**src/cad_pkg.sv**
```systemverilog
package cad_pkg;

    // register page that holds every byte of this block
    localparam logic [3:0]  CAD_PAGE          = 4'h0;

    // counter byte addresses
    localparam logic [7:0]  CAD_COUNT_LOW     = 8'hf9;
    localparam logic [7:0]  CAD_COUNT_HIGH    = 8'hfa;

    // per-module byte addresses, module 0 in the lowest byte
    localparam int          CAD_MODULES       = 6;
    localparam logic [47:0] CAD_CMP_LOW_ADDR  = {8'hd2, 8'hfd, 8'hed, 8'heb, 8'he9, 8'hfb};
    localparam logic [47:0] CAD_CMP_HIGH_ADDR = {8'hd3, 8'hfe, 8'hee, 8'hec, 8'hea, 8'hfc};

    // module that becomes the watchdog while the watchdog is on
    localparam int          CAD_WD_MODULE     = 5;

    // reset values
    localparam logic [15:0] CAD_COUNT_RST     = 16'h0000;
    localparam logic [7:0]  CAD_SNAP_RST      = 8'h00;
    localparam logic [15:0] CAD_CMP_RST       = 16'h0000;
    localparam logic [15:0] CAD_RELOAD_RST    = 16'h0000;
    localparam logic        CAD_CMP_EN_RST    = 1'b0;
    localparam logic [7:0]  CAD_RDATA_RST     = 8'h00;
    localparam logic [7:0]  CAD_UNMAPPED_READ = 8'h00;

    // bus read cycle: selected byte, or nothing
    typedef enum logic [1:0] {
        CAD_SEL_NONE  = 2'b00,
        CAD_SEL_COUNT = 2'b01,
        CAD_SEL_CMP   = 2'b10
    } cad_sel_t;

endpackage : cad_pkg

```
**src/cad_counter.sv**
```systemverilog
`timescale 1ns/1ps
module cad_counter
    import cad_pkg::*;
(
    input  wire logic        clk,
    input  wire logic        reset_n,
    input  wire logic        tick,
    input  wire logic        wr_low,
    input  wire logic        wr_high,
    input  wire logic        rd_low,
    input  wire logic [7:0]  wdata,
    input  wire logic        wd_lock,
    output logic      [15:0] count_q,
    output logic      [7:0]  snap_q
);

    typedef struct packed {
        logic [15:0] count;
        logic [7:0]  snap;
    } cad_cnt_state_t;

    cad_cnt_state_t st_r;
    cad_cnt_state_t st_nxt;

    // a software write replaces the tick in that cycle, so a byte just written is not bumped
    always_comb begin
        st_nxt = st_r;
        if (wr_low && !wd_lock) begin
            st_nxt.count[7:0] = wdata;
        end else if (wr_high && !wd_lock) begin
            st_nxt.count[15:8] = wdata;
        end else if (tick) begin
            st_nxt.count = st_r.count + 16'h0001;
        end
        // freeze the upper byte the moment the lower one is read
        if (rd_low) begin
            st_nxt.snap = st_r.count[15:8];
        end
    end

    always_ff @(posedge clk or negedge reset_n) begin
        if (!reset_n) begin
            st_r.count <= CAD_COUNT_RST;
            st_r.snap  <= CAD_SNAP_RST;
        end else begin
            st_r <= st_nxt;
        end
    end

    assign count_q = st_r.count;
    assign snap_q  = st_r.snap;

endmodule : cad_counter

```
**src/cad_channel.sv**
```systemverilog
`timescale 1ns/1ps
module cad_channel
    import cad_pkg::*;
(
    input  wire logic        clk,
    input  wire logic        reset_n,
    input  wire logic        wr_low,
    input  wire logic        wr_high,
    input  wire logic [7:0]  wdata,
    input  wire logic        reload_sel,
    input  wire logic        mode_lock,
    input  wire logic        mode_wr,
    input  wire logic        mode_cmp_en,
    output logic      [15:0] compare_q,
    output logic      [15:0] reload_q,
    output logic             cmp_en_q
);

    typedef struct packed {
        logic [15:0] compare;
        logic [15:0] reload;
        logic        cmp_en;
    } cad_ch_state_t;

    cad_ch_state_t st_r;
    cad_ch_state_t st_nxt;

    // byte writes come after the mode write so their side effect wins a same-cycle clash
    always_comb begin
        st_nxt = st_r;
        if (mode_wr && !mode_lock) begin
            st_nxt.cmp_en = mode_cmp_en;
        end
        if (wr_low) begin
            if (reload_sel) begin
                st_nxt.reload[7:0] = wdata;
            end else begin
                st_nxt.compare[7:0] = wdata;
            end
            if (!mode_lock) begin
                st_nxt.cmp_en = 1'b0;
            end
        end
        if (wr_high) begin
            if (reload_sel) begin
                st_nxt.reload[15:8] = wdata;
            end else begin
                st_nxt.compare[15:8] = wdata;
            end
            if (!mode_lock) begin
                st_nxt.cmp_en = 1'b1;
            end
        end
    end

    always_ff @(posedge clk or negedge reset_n) begin
        if (!reset_n) begin
            st_r.compare <= CAD_CMP_RST;
            st_r.reload  <= CAD_RELOAD_RST;
            st_r.cmp_en  <= CAD_CMP_EN_RST;
        end else begin
            st_r <= st_nxt;
        end
    end

    assign compare_q = st_r.compare;
    assign reload_q  = st_r.reload;
    assign cmp_en_q  = st_r.cmp_en;

endmodule : cad_channel

```
**src/cad_counter_array.sv**
```systemverilog
// Operation
// - counter low byte at 0xf9 is read/write and resets to zero.
// - high byte reads a snapshot loaded only when the low byte is read.
// - low byte ignores software writes while the watchdog is enabled.
// - high byte ignores software writes while the watchdog is enabled.
// - each module has a read/write compare low byte at its own address.
// - each module has a read/write compare high byte at its own address.
// - low address reaches the reload low byte when reload select is set.
// - high address reaches the reload high byte when reload select is set.
// - writing a module low byte clears its comparator enable.
// - writing a module high byte sets its comparator enable.
// - all these bytes sit on register page zero.
// - comparator enable at one turns on that module's comparator.
// - while the watchdog runs, module five's mode cannot change.
`timescale 1ns/1ps
module cad_counter_array
    import cad_pkg::*;
(
    input  wire logic        CLK,
    input  wire logic        RESET_N,
    input  wire logic [3:0]  SFR_PAGE,
    input  wire logic [7:0]  SFR_ADDR,
    input  wire logic [7:0]  SFR_WDATA,
    input  wire logic        SFR_WR,
    input  wire logic        SFR_RD,
    output logic      [7:0]  SFR_RDATA,
    output logic             SFR_HIT,
    input  wire logic        COUNT_TICK,
    input  wire logic        WATCHDOG_ENABLE,
    input  wire logic        RELOAD_SELECT,
    input  wire logic [5:0]  MODE_WR,
    input  wire logic [5:0]  MODE_COMPARATOR_ENABLE,
    output logic      [15:0] COUNTER_VALUE,
    output logic      [95:0] COMPARE_VALUE,
    output logic      [95:0] RELOAD_VALUE,
    output logic      [5:0]  COMPARATOR_ENABLE
);

    typedef struct packed {
        logic [7:0] rdata;
        logic       hit;
    } cad_top_state_t;

    cad_top_state_t st_r;
    cad_top_state_t st_nxt;

    logic        page_ok;
    logic        cnt_low_sel;
    logic        cnt_high_sel;
    logic [5:0]  cmp_low_sel;
    logic [5:0]  cmp_high_sel;
    logic [5:0]  ch_wr_low;
    logic [5:0]  ch_wr_high;
    logic [5:0]  ch_lock;
    logic [15:0] count_q;
    logic [7:0]  snap_q;
    logic [95:0] compare_q;
    logic [95:0] reload_q;
    logic [5:0]  cmp_en_q;
    logic [7:0]  cmp_rd_byte;
    logic        cmp_rd_any;

    // every byte of the block lives on one page; other pages see nothing here
    assign page_ok      = (SFR_PAGE == CAD_PAGE);
    assign cnt_low_sel  = page_ok && (SFR_ADDR == CAD_COUNT_LOW);
    assign cnt_high_sel = page_ok && (SFR_ADDR == CAD_COUNT_HIGH);

    // per-module decode, write strobes and the watchdog lock of the last module
    for (genvar i = 0; i < CAD_MODULES; i++) begin : g_mod
        assign cmp_low_sel[i]  = page_ok && (SFR_ADDR == CAD_CMP_LOW_ADDR[i*8 +: 8]);
        assign cmp_high_sel[i] = page_ok && (SFR_ADDR == CAD_CMP_HIGH_ADDR[i*8 +: 8]);
        assign ch_wr_low[i]    = SFR_WR && cmp_low_sel[i];
        assign ch_wr_high[i]   = SFR_WR && cmp_high_sel[i];
        assign ch_lock[i]      = (i == CAD_WD_MODULE) && WATCHDOG_ENABLE;

        cad_channel u_channel (
            .clk         (CLK),
            .reset_n     (RESET_N),
            .wr_low      (ch_wr_low[i]),
            .wr_high     (ch_wr_high[i]),
            .wdata       (SFR_WDATA),
            .reload_sel  (RELOAD_SELECT),
            .mode_lock   (ch_lock[i]),
            .mode_wr     (MODE_WR[i]),
            .mode_cmp_en (MODE_COMPARATOR_ENABLE[i]),
            .compare_q   (compare_q[i*16 +: 16]),
            .reload_q    (reload_q[i*16 +: 16]),
            .cmp_en_q    (cmp_en_q[i])
        );
    end

    // counter and its high-byte snapshot; a low-byte read loads the snapshot
    cad_counter u_counter (
        .clk     (CLK),
        .reset_n (RESET_N),
        .tick    (COUNT_TICK),
        .wr_low  (SFR_WR && cnt_low_sel),
        .wr_high (SFR_WR && cnt_high_sel),
        .rd_low  (SFR_RD && cnt_low_sel),
        .wdata   (SFR_WDATA),
        .wd_lock (WATCHDOG_ENABLE),
        .count_q (count_q),
        .snap_q  (snap_q)
    );

    // module byte readback; the reload select picks compare or reload bytes
    always_comb begin
        cmp_rd_byte = CAD_UNMAPPED_READ;
        cmp_rd_any  = 1'b0;
        for (int k = 0; k < CAD_MODULES; k++) begin
            if (cmp_low_sel[k]) begin
                cmp_rd_any  = 1'b1;
                cmp_rd_byte = RELOAD_SELECT ? reload_q[k*16 +: 8]
                                            : compare_q[k*16 +: 8];
            end
            if (cmp_high_sel[k]) begin
                cmp_rd_any  = 1'b1;
                cmp_rd_byte = RELOAD_SELECT ? reload_q[k*16+8 +: 8]
                                            : compare_q[k*16+8 +: 8];
            end
        end
    end

    // read data is registered: it shows one cycle after the read strobe and holds
    // until the next read; the low read returns the live byte, the high the snapshot
    always_comb begin
        st_nxt = st_r;
        if (SFR_RD) begin
            st_nxt.hit   = cnt_low_sel || cnt_high_sel || cmp_rd_any;
            st_nxt.rdata = CAD_UNMAPPED_READ;
            if (cnt_low_sel) begin
                st_nxt.rdata = count_q[7:0];
            end else if (cnt_high_sel) begin
                st_nxt.rdata = snap_q;
            end else if (cmp_rd_any) begin
                st_nxt.rdata = cmp_rd_byte;
            end
        end
    end

    always_ff @(posedge CLK or negedge RESET_N) begin
        if (!RESET_N) begin
            st_r.rdata <= CAD_RDATA_RST;
            st_r.hit   <= 1'b0;
        end else begin
            st_r <= st_nxt;
        end
    end

    assign SFR_RDATA         = st_r.rdata;
    assign SFR_HIT           = st_r.hit;
    assign COUNTER_VALUE     = count_q;
    assign COMPARE_VALUE     = compare_q;
    assign RELOAD_VALUE      = reload_q;
    assign COMPARATOR_ENABLE = cmp_en_q;

endmodule : cad_counter_array

```
**config.mk**
```make
export PLATFORM = sky130hd
export DESIGN_NAME = cad_counter_array
export DESIGN_NICKNAME = d
export VERILOG_FILES = /design/src/cad_pkg.sv /design/src/cad_counter.sv /design/src/cad_channel.sv /design/src/cad_counter_array.sv
export SDC_FILE = /design/constraint.sdc
export NUM_CORES = 1
export LEC_CHECK = 0
export ABC_AREA = 1
export BUFFER_PORTS_ARGS = -buffer_cell sky130_fd_sc_hd__buf_2
export CORE_ASPECT_RATIO = 0.7
export CORE_UTILIZATION = 50
export CTS_CLUSTER_SIZE = 10
export DETAILED_ROUTE_END_ITERATION = 10
export GPL_TIMING_DRIVEN = 0
export PLACE_DENSITY = 0.8
export SLEW_MARGIN = 15
export SYNTH_ARGS = -nofsm -noshare
export SYNTH_HDL_FRONTEND = slang
export SYNTH_HIERARCHICAL = 1
export SYNTH_SLANG_ARGS = --single-unit
```
**constraint.sdc**
```tcl
create_clock -name CLK -period 1.63 [get_ports CLK]
set_clock_uncertainty 0.2 [all_clocks]
set_input_delay 0.326 -clock CLK [delete_from_list [all_inputs] [get_ports CLK]]
set_output_delay 0.326 -clock CLK [all_outputs]
set_load 0.01 [all_outputs]
```
# == Word level (Yosys, flattened, before mapping) ==
# Cells that the tools add are included.
# op_classes
addsub,1
n_mul,0
div,0
magnitude_cmp,0
eq_ne,15
shift,0
n_mux,63
bitwise,2
reduce_logical,69
# ops
op,n
$mux 8,30
$eq 8x8->1 const B,14
$reduce_and 2->1,26
$logic_and 1x1->1,32
$mux 1,32
$add 16x1->16 const B,1
$mux 16,1
$reduce_bool 3->1,5
$logic_not 4->1,1
$reduce_bool 2->1,2
$logic_or 1x1->1,2
$ne 2x1->1 const B,1
$not 1->1,2
$logic_not 1->1,1
# word_totals
ff_bits,231
latch_bits,0
ram_bits,0
romBits,0
inputBits,39
output_inout_bits,223
word_cells,185
memories,0

# == Depth between registers and ports, before layout ==
# depth
ltp_word,17
depth_mapped,21
mapped_depth_nobuf,20

# == Hierarchy ==
# Netlist, hierarchy kept.
# by_module_without_submodules
mod,n_inst,cells_per_inst,area_each_um2,seq_area_each_um2
cad_channel,6,123,1316.3,825.8
cad_counter_array,1,627,3191.8,225.2
cad_counter,1,197,1473.9,600.6

# == Least setup slack after synthesis ==
# No wires, ideal clock.
# synth_timing
path_type,input to register
startpoint,input port SFR_PAGE[3]
endpoint,register u_counter.st_r (netlist bit u_counter/count_q[2])
setup_time_ns,0.094
t_arrival_ns,2.130
required_ns,1.336
setup_slack_ns,-0.794
cell_stages,12
path_buffers,1
cell_sequence,nor2_1 nand2_2 nor2_2 inv_2 nor3_1 inv_1 clkbuf_1 nor2_1 inv_1 nor2_1 nor2_1 a221oi_2
# synth_between
elab_chain_cells,6
word_cells_on_any_way,11
cone_classes,eq/ne: 1; mux: 1; reduce/logical: 9
# synth_lines
element,line_no,text
start: declaration,cad_counter_array.sv:21,"input wire logic [3:0] SFR_PAGE,"
$logic_not 4->1 *,cad_counter_array.sv:64,assign page_ok = (SFR_PAGE == CAD_PAGE);
$logic_and 1x1->1 (on tied branches),"cad_counter_array.sv:66, cad_counter_array.sv:65",
$logic_and 1x1->1 (on tied branches),"cad_counter_array.sv:98, cad_counter_array.sv:97",
$logic_and 1x1->1 (on tied branches),"cad_counter.sv:30, cad_counter.sv:28",
$ne 2x1->1 (no line) / $reduce_bool 2->1 (equally long branches),n/a,
$reduce_and 2->1 (no line),n/a,
end signal: assignment,cad_counter.sv:46,st_r <= st_nxt;
end: declaration,cad_counter.sv:22,cad_cnt_state_t st_r;
# Mark *: on every way between the ends. The rest lies on a longest branch, timed or not.
# A chain may end at the register's enable or synchronous reset.

# == Final worst setup path ==
# layout_timing
startpoint,input port SFR_ADDR[5]
endpoint,register g_mod[2].u_channel.st_r (netlist bit g_mod[2].u_channel/reload_q[6])
# layout_between
elab_chain_cells,4
# layout_lines
element,line_no,text
start: declaration,cad_counter_array.sv:22,"input wire logic [7:0] SFR_ADDR,"
$eq 8x8->1,cad_counter_array.sv:70,assign cmp_low_sel[i] = page_ok && (SFR_ADDR == CAD_CMP_LOW_ADDR[i*8 +: 8]);
$logic_and 1x1->1,cad_counter_array.sv:70,
$logic_and 1x1->1,cad_counter_array.sv:72,assign ch_wr_low[i] = SFR_WR && cmp_low_sel[i];
net ch_wr_low[2],cad_counter_array.sv:52,logic [5:0] ch_wr_low;
$reduce_and 2->1 (no line),n/a,
end signal: assignment,cad_channel.sv:62,st_r <= st_nxt;
end: declaration,cad_channel.sv:25,cad_ch_state_t st_r;
# The timed path passes the listed nets, and every way through them passes these cells.

==> run summary <==
Initial DRT Pass Iterations -> 6
distinct cell type count of the synthesized netlist -> 47
Residual DRC -> 0
crit path from -> SFR_ADDR[5]
total power -> 13.25 mW
I/O pin cnt -> 262
Post-DP HPWL -> 33.81 mm
Final #Nets -> 2064
Min Hold Slack -> -3.928 ps
Via density -> 5.978
RSZ-0062 raised after global routing -> yes
Lkg Pwr -> 9.614 nW
Gate Count Post-Synth -> 1562
Detail Route Antenna Nets -> 0
Routed WL -> 52.95 mm
reg2reg start -> g_mod[1].u_channel/compare_q[7]$_DFFE_PN0P_
Worst-Skew Late Latency -> 540 ps
Slew @ Worst Pin -> 727.2 ps
worst setup margin -> -496.2 ps
flop and latch count out of synthesis -> 231
max cap viols -> 0
Filler cells -> 1644
Netlist Area Pre-Place -> 12560 um2
Worst EP arrival -> 2350 ps
CP Launch Type -> input port
hold path start -> RELOAD_SELECT
DR iter-0 viols -> 2081
commonest non-fill, non-tap cell in the layout -> nand2_1
Core Box Area -> 24680 um2
most frequent cells in the layout -> nand2_1, buf_2, dfrtp_1
routability congestion estimate -> 0.9982
WS Path Type -> input port to register
setup TNS -> -26700 ps
post-layout min period -> 2126 ps
Num CTS Buffers -> 27
relative slew slack -> 51.34%
Req. time, crit path -> 1860 ps
area share of the largest cell type after synthesis -> 46.01%
global route overflow -> 0
Die X-Extent -> 191.5 um
largest fanout on the critical path -> 10
clk buf depth -> 3
H-Tree Level Count -> 1
TritonCTS Sinks -> 231
Fin. Hold Viols -> 3
Synth area leaders -> dfrtp_1, nand2_1, o21ai_2
Root Buffer -> clkbuf_16
TritonCTS clock tree -> yes
element type at the critical path end -> register
area grow syn2layout -> 45.67%
GRT Resource Usage Total -> 37.56%
DR vias -> 14080
worst vdd ir -> 0.0006196 V
Fmax achieved -> 470.3 MHz
row count -> 48
Mean Syn Cell Area -> 8.043 um2
largest net degree at the start of global routing -> 98
Die Area -> 25770 um2
Port Buffers -> 261
Initial Util -> 50.90%
power density over the cells -> 724.2 nW/um2
pre-CTS WS -> -1467 ps
YS warnings -> 6
post-synthesis sequential area ratio -> 46.01%
final setup fails -> 240
Clk pin slew, worst setup/hold paths -> 60 ps
share of post-route cells with drive strength above 1 -> 44.88%
failing checks -> hold timing, setup timing
dominant cell type by area after synthesis -> dfrtp_1
initial antenna violation count -> 1
run status -> finished, violations left
Final Slew Violations -> 0
Final period util -> 130.4%
Die H -> 134.6 um
Routed WL per cell -> 22.47 um
global-route wire length before repair -> 72.82 mm
Tightest Hold Check Type -> input port to register
vias in the first global route -> 12410
## worst max-delay path, cell delays in order
cell	delay, ps
buf_2	130
inv_1	80
nor2_2	140
nand2_4	110
nor2_4	140
nand2_2	160
nor2_1	600
nand2_2	300
buf_6	250
nand2_1	70
o21ai_2	50
## cell families after synthesis
| group | share of synthesized area [%] |
|---|---|
| and+or+nand+nor | 28.21 |
| AOI/OAI and AO/OA | 15.84 |
| DFF | 46.01 |
| buffers and inverters | 8.824 |
| muxes | 0.6374 |
| xor gates and xnor gates | 0.3486 |
| adders and majority gates | 0.09958 |
| other | 0.02985 |
## cell type report
cell class / instances / area (um2) / share of cell area (%)
Antenna cell: 1 / 2.502 / 0.01367
Tap cell: 325 / 406.6 / 2.222
Inverter: 159 / 619.3 / 3.384
Sequential cell: 231 / 5812 / 31.76
Buffer: 59 / 634.4 / 3.466
Clock inverter: 1 / 8.758 / 0.04786
Timing Repair Buffer: 430 / 3443 / 18.81
Clock buffer: 34 / 721.9 / 3.945
Multi-Input combinational cell: 1116 / 6653 / 36.35
## flip-flops by register name, indices dropped and copies added (netlist names)
name / cells
g_mod.u_channel/compare_q: 96
g_mod.u_channel/reload_q: 96
u_counter/count_q: 16
SFR_RDATA: 8
u_counter/snap_q: 8
g_mod.u_channel/cmp_en_q: 6
SFR_HIT: 1
## metal layers
| layer | track usage [%] | up-vias | share of wire, % |
|---|---|---|---|
| met4 | 13.93 | 0 | 5.5 |
| met2 | 52.74 | 1166 | 42 |
| met5 | 0 | - | 0 |
| met3 | 12.21 | 208 | 14 |
| met1 | 53.75 | 6728 | 39 |
| li1 | - | 5982 | - |
## stage by stage
step           cell area [um2]  std cells  util (%)
2_1_floorplan            12720       1566         -
3_3_place_gp             14430       2152     58.46
3_5_place_dp             14500       2154     58.72
4_1_cts                  16970       2318     68.74
5_1_grt                  18300       2356     74.14
6_report                 18300       2356     74.14
## cell usage after synthesis (all sizes together)
cell	number
a21oi	32
o21a	4
clkinv	1
conb	1
nor2	86
clkbuf	5
mux2i	8
o21ai	220
dfrtp	231
nand2	586
o22ai	2
or2	24
nor3	6
nor4	2
nand3	71
ha	1
o21bai	3
a41oi	1
a221oi	1
o211ai	18
xor2	5
buf	55
inv	158
o221ai	3
and3	1
a41o	1
a31oi	13
nand4	23
## final timing paths
check | end | slack, ps | cells past startpoint
min in group asynchronous | g_mod[1].u_channel/cmp_en_q$_DFF_PN0_ | 110 | 2
hold / removal | g_mod[1].u_channel/reload_q[10]$_DFFE_PN0P_ | -4 | 4
hold reg to reg | g_mod[3].u_channel/cmp_en_q$_DFF_PN0_ | 270 | 2
max in group asynchronous | g_mod[2].u_channel/compare_q[13]$_DFFE_PN0P_ | 200 | 3
setup reg to reg | SFR_RDATA[7]$_DFFE_PN0P_ | -470 | 17
setup / recovery | g_mod[2].u_channel/reload_q[6]$_DFFE_PN0P_ | -500 | 11
## power breakdown
group / internal [mW] / switching, mW
clock: 3.04 / 2.33
sequential: 5.88 / 0.158
combinational: 0.685 / 1.16
## what timing repair did
| item | CTS | global route |
|---|---|---|
| gates resized for setup | 193 | 271 |
| buffers inserted | 108 | 35 |
| hold buffers | 18 | 0 |
| endpoints found under the hold margin | 96 | 0 |
| pin swaps | 47 | 59 |
| endpoints found under the setup margin | 312 | 323 |
| gates cloned | 3 | 11 |
Note: power is estimated with default switching activity, not from simulation.
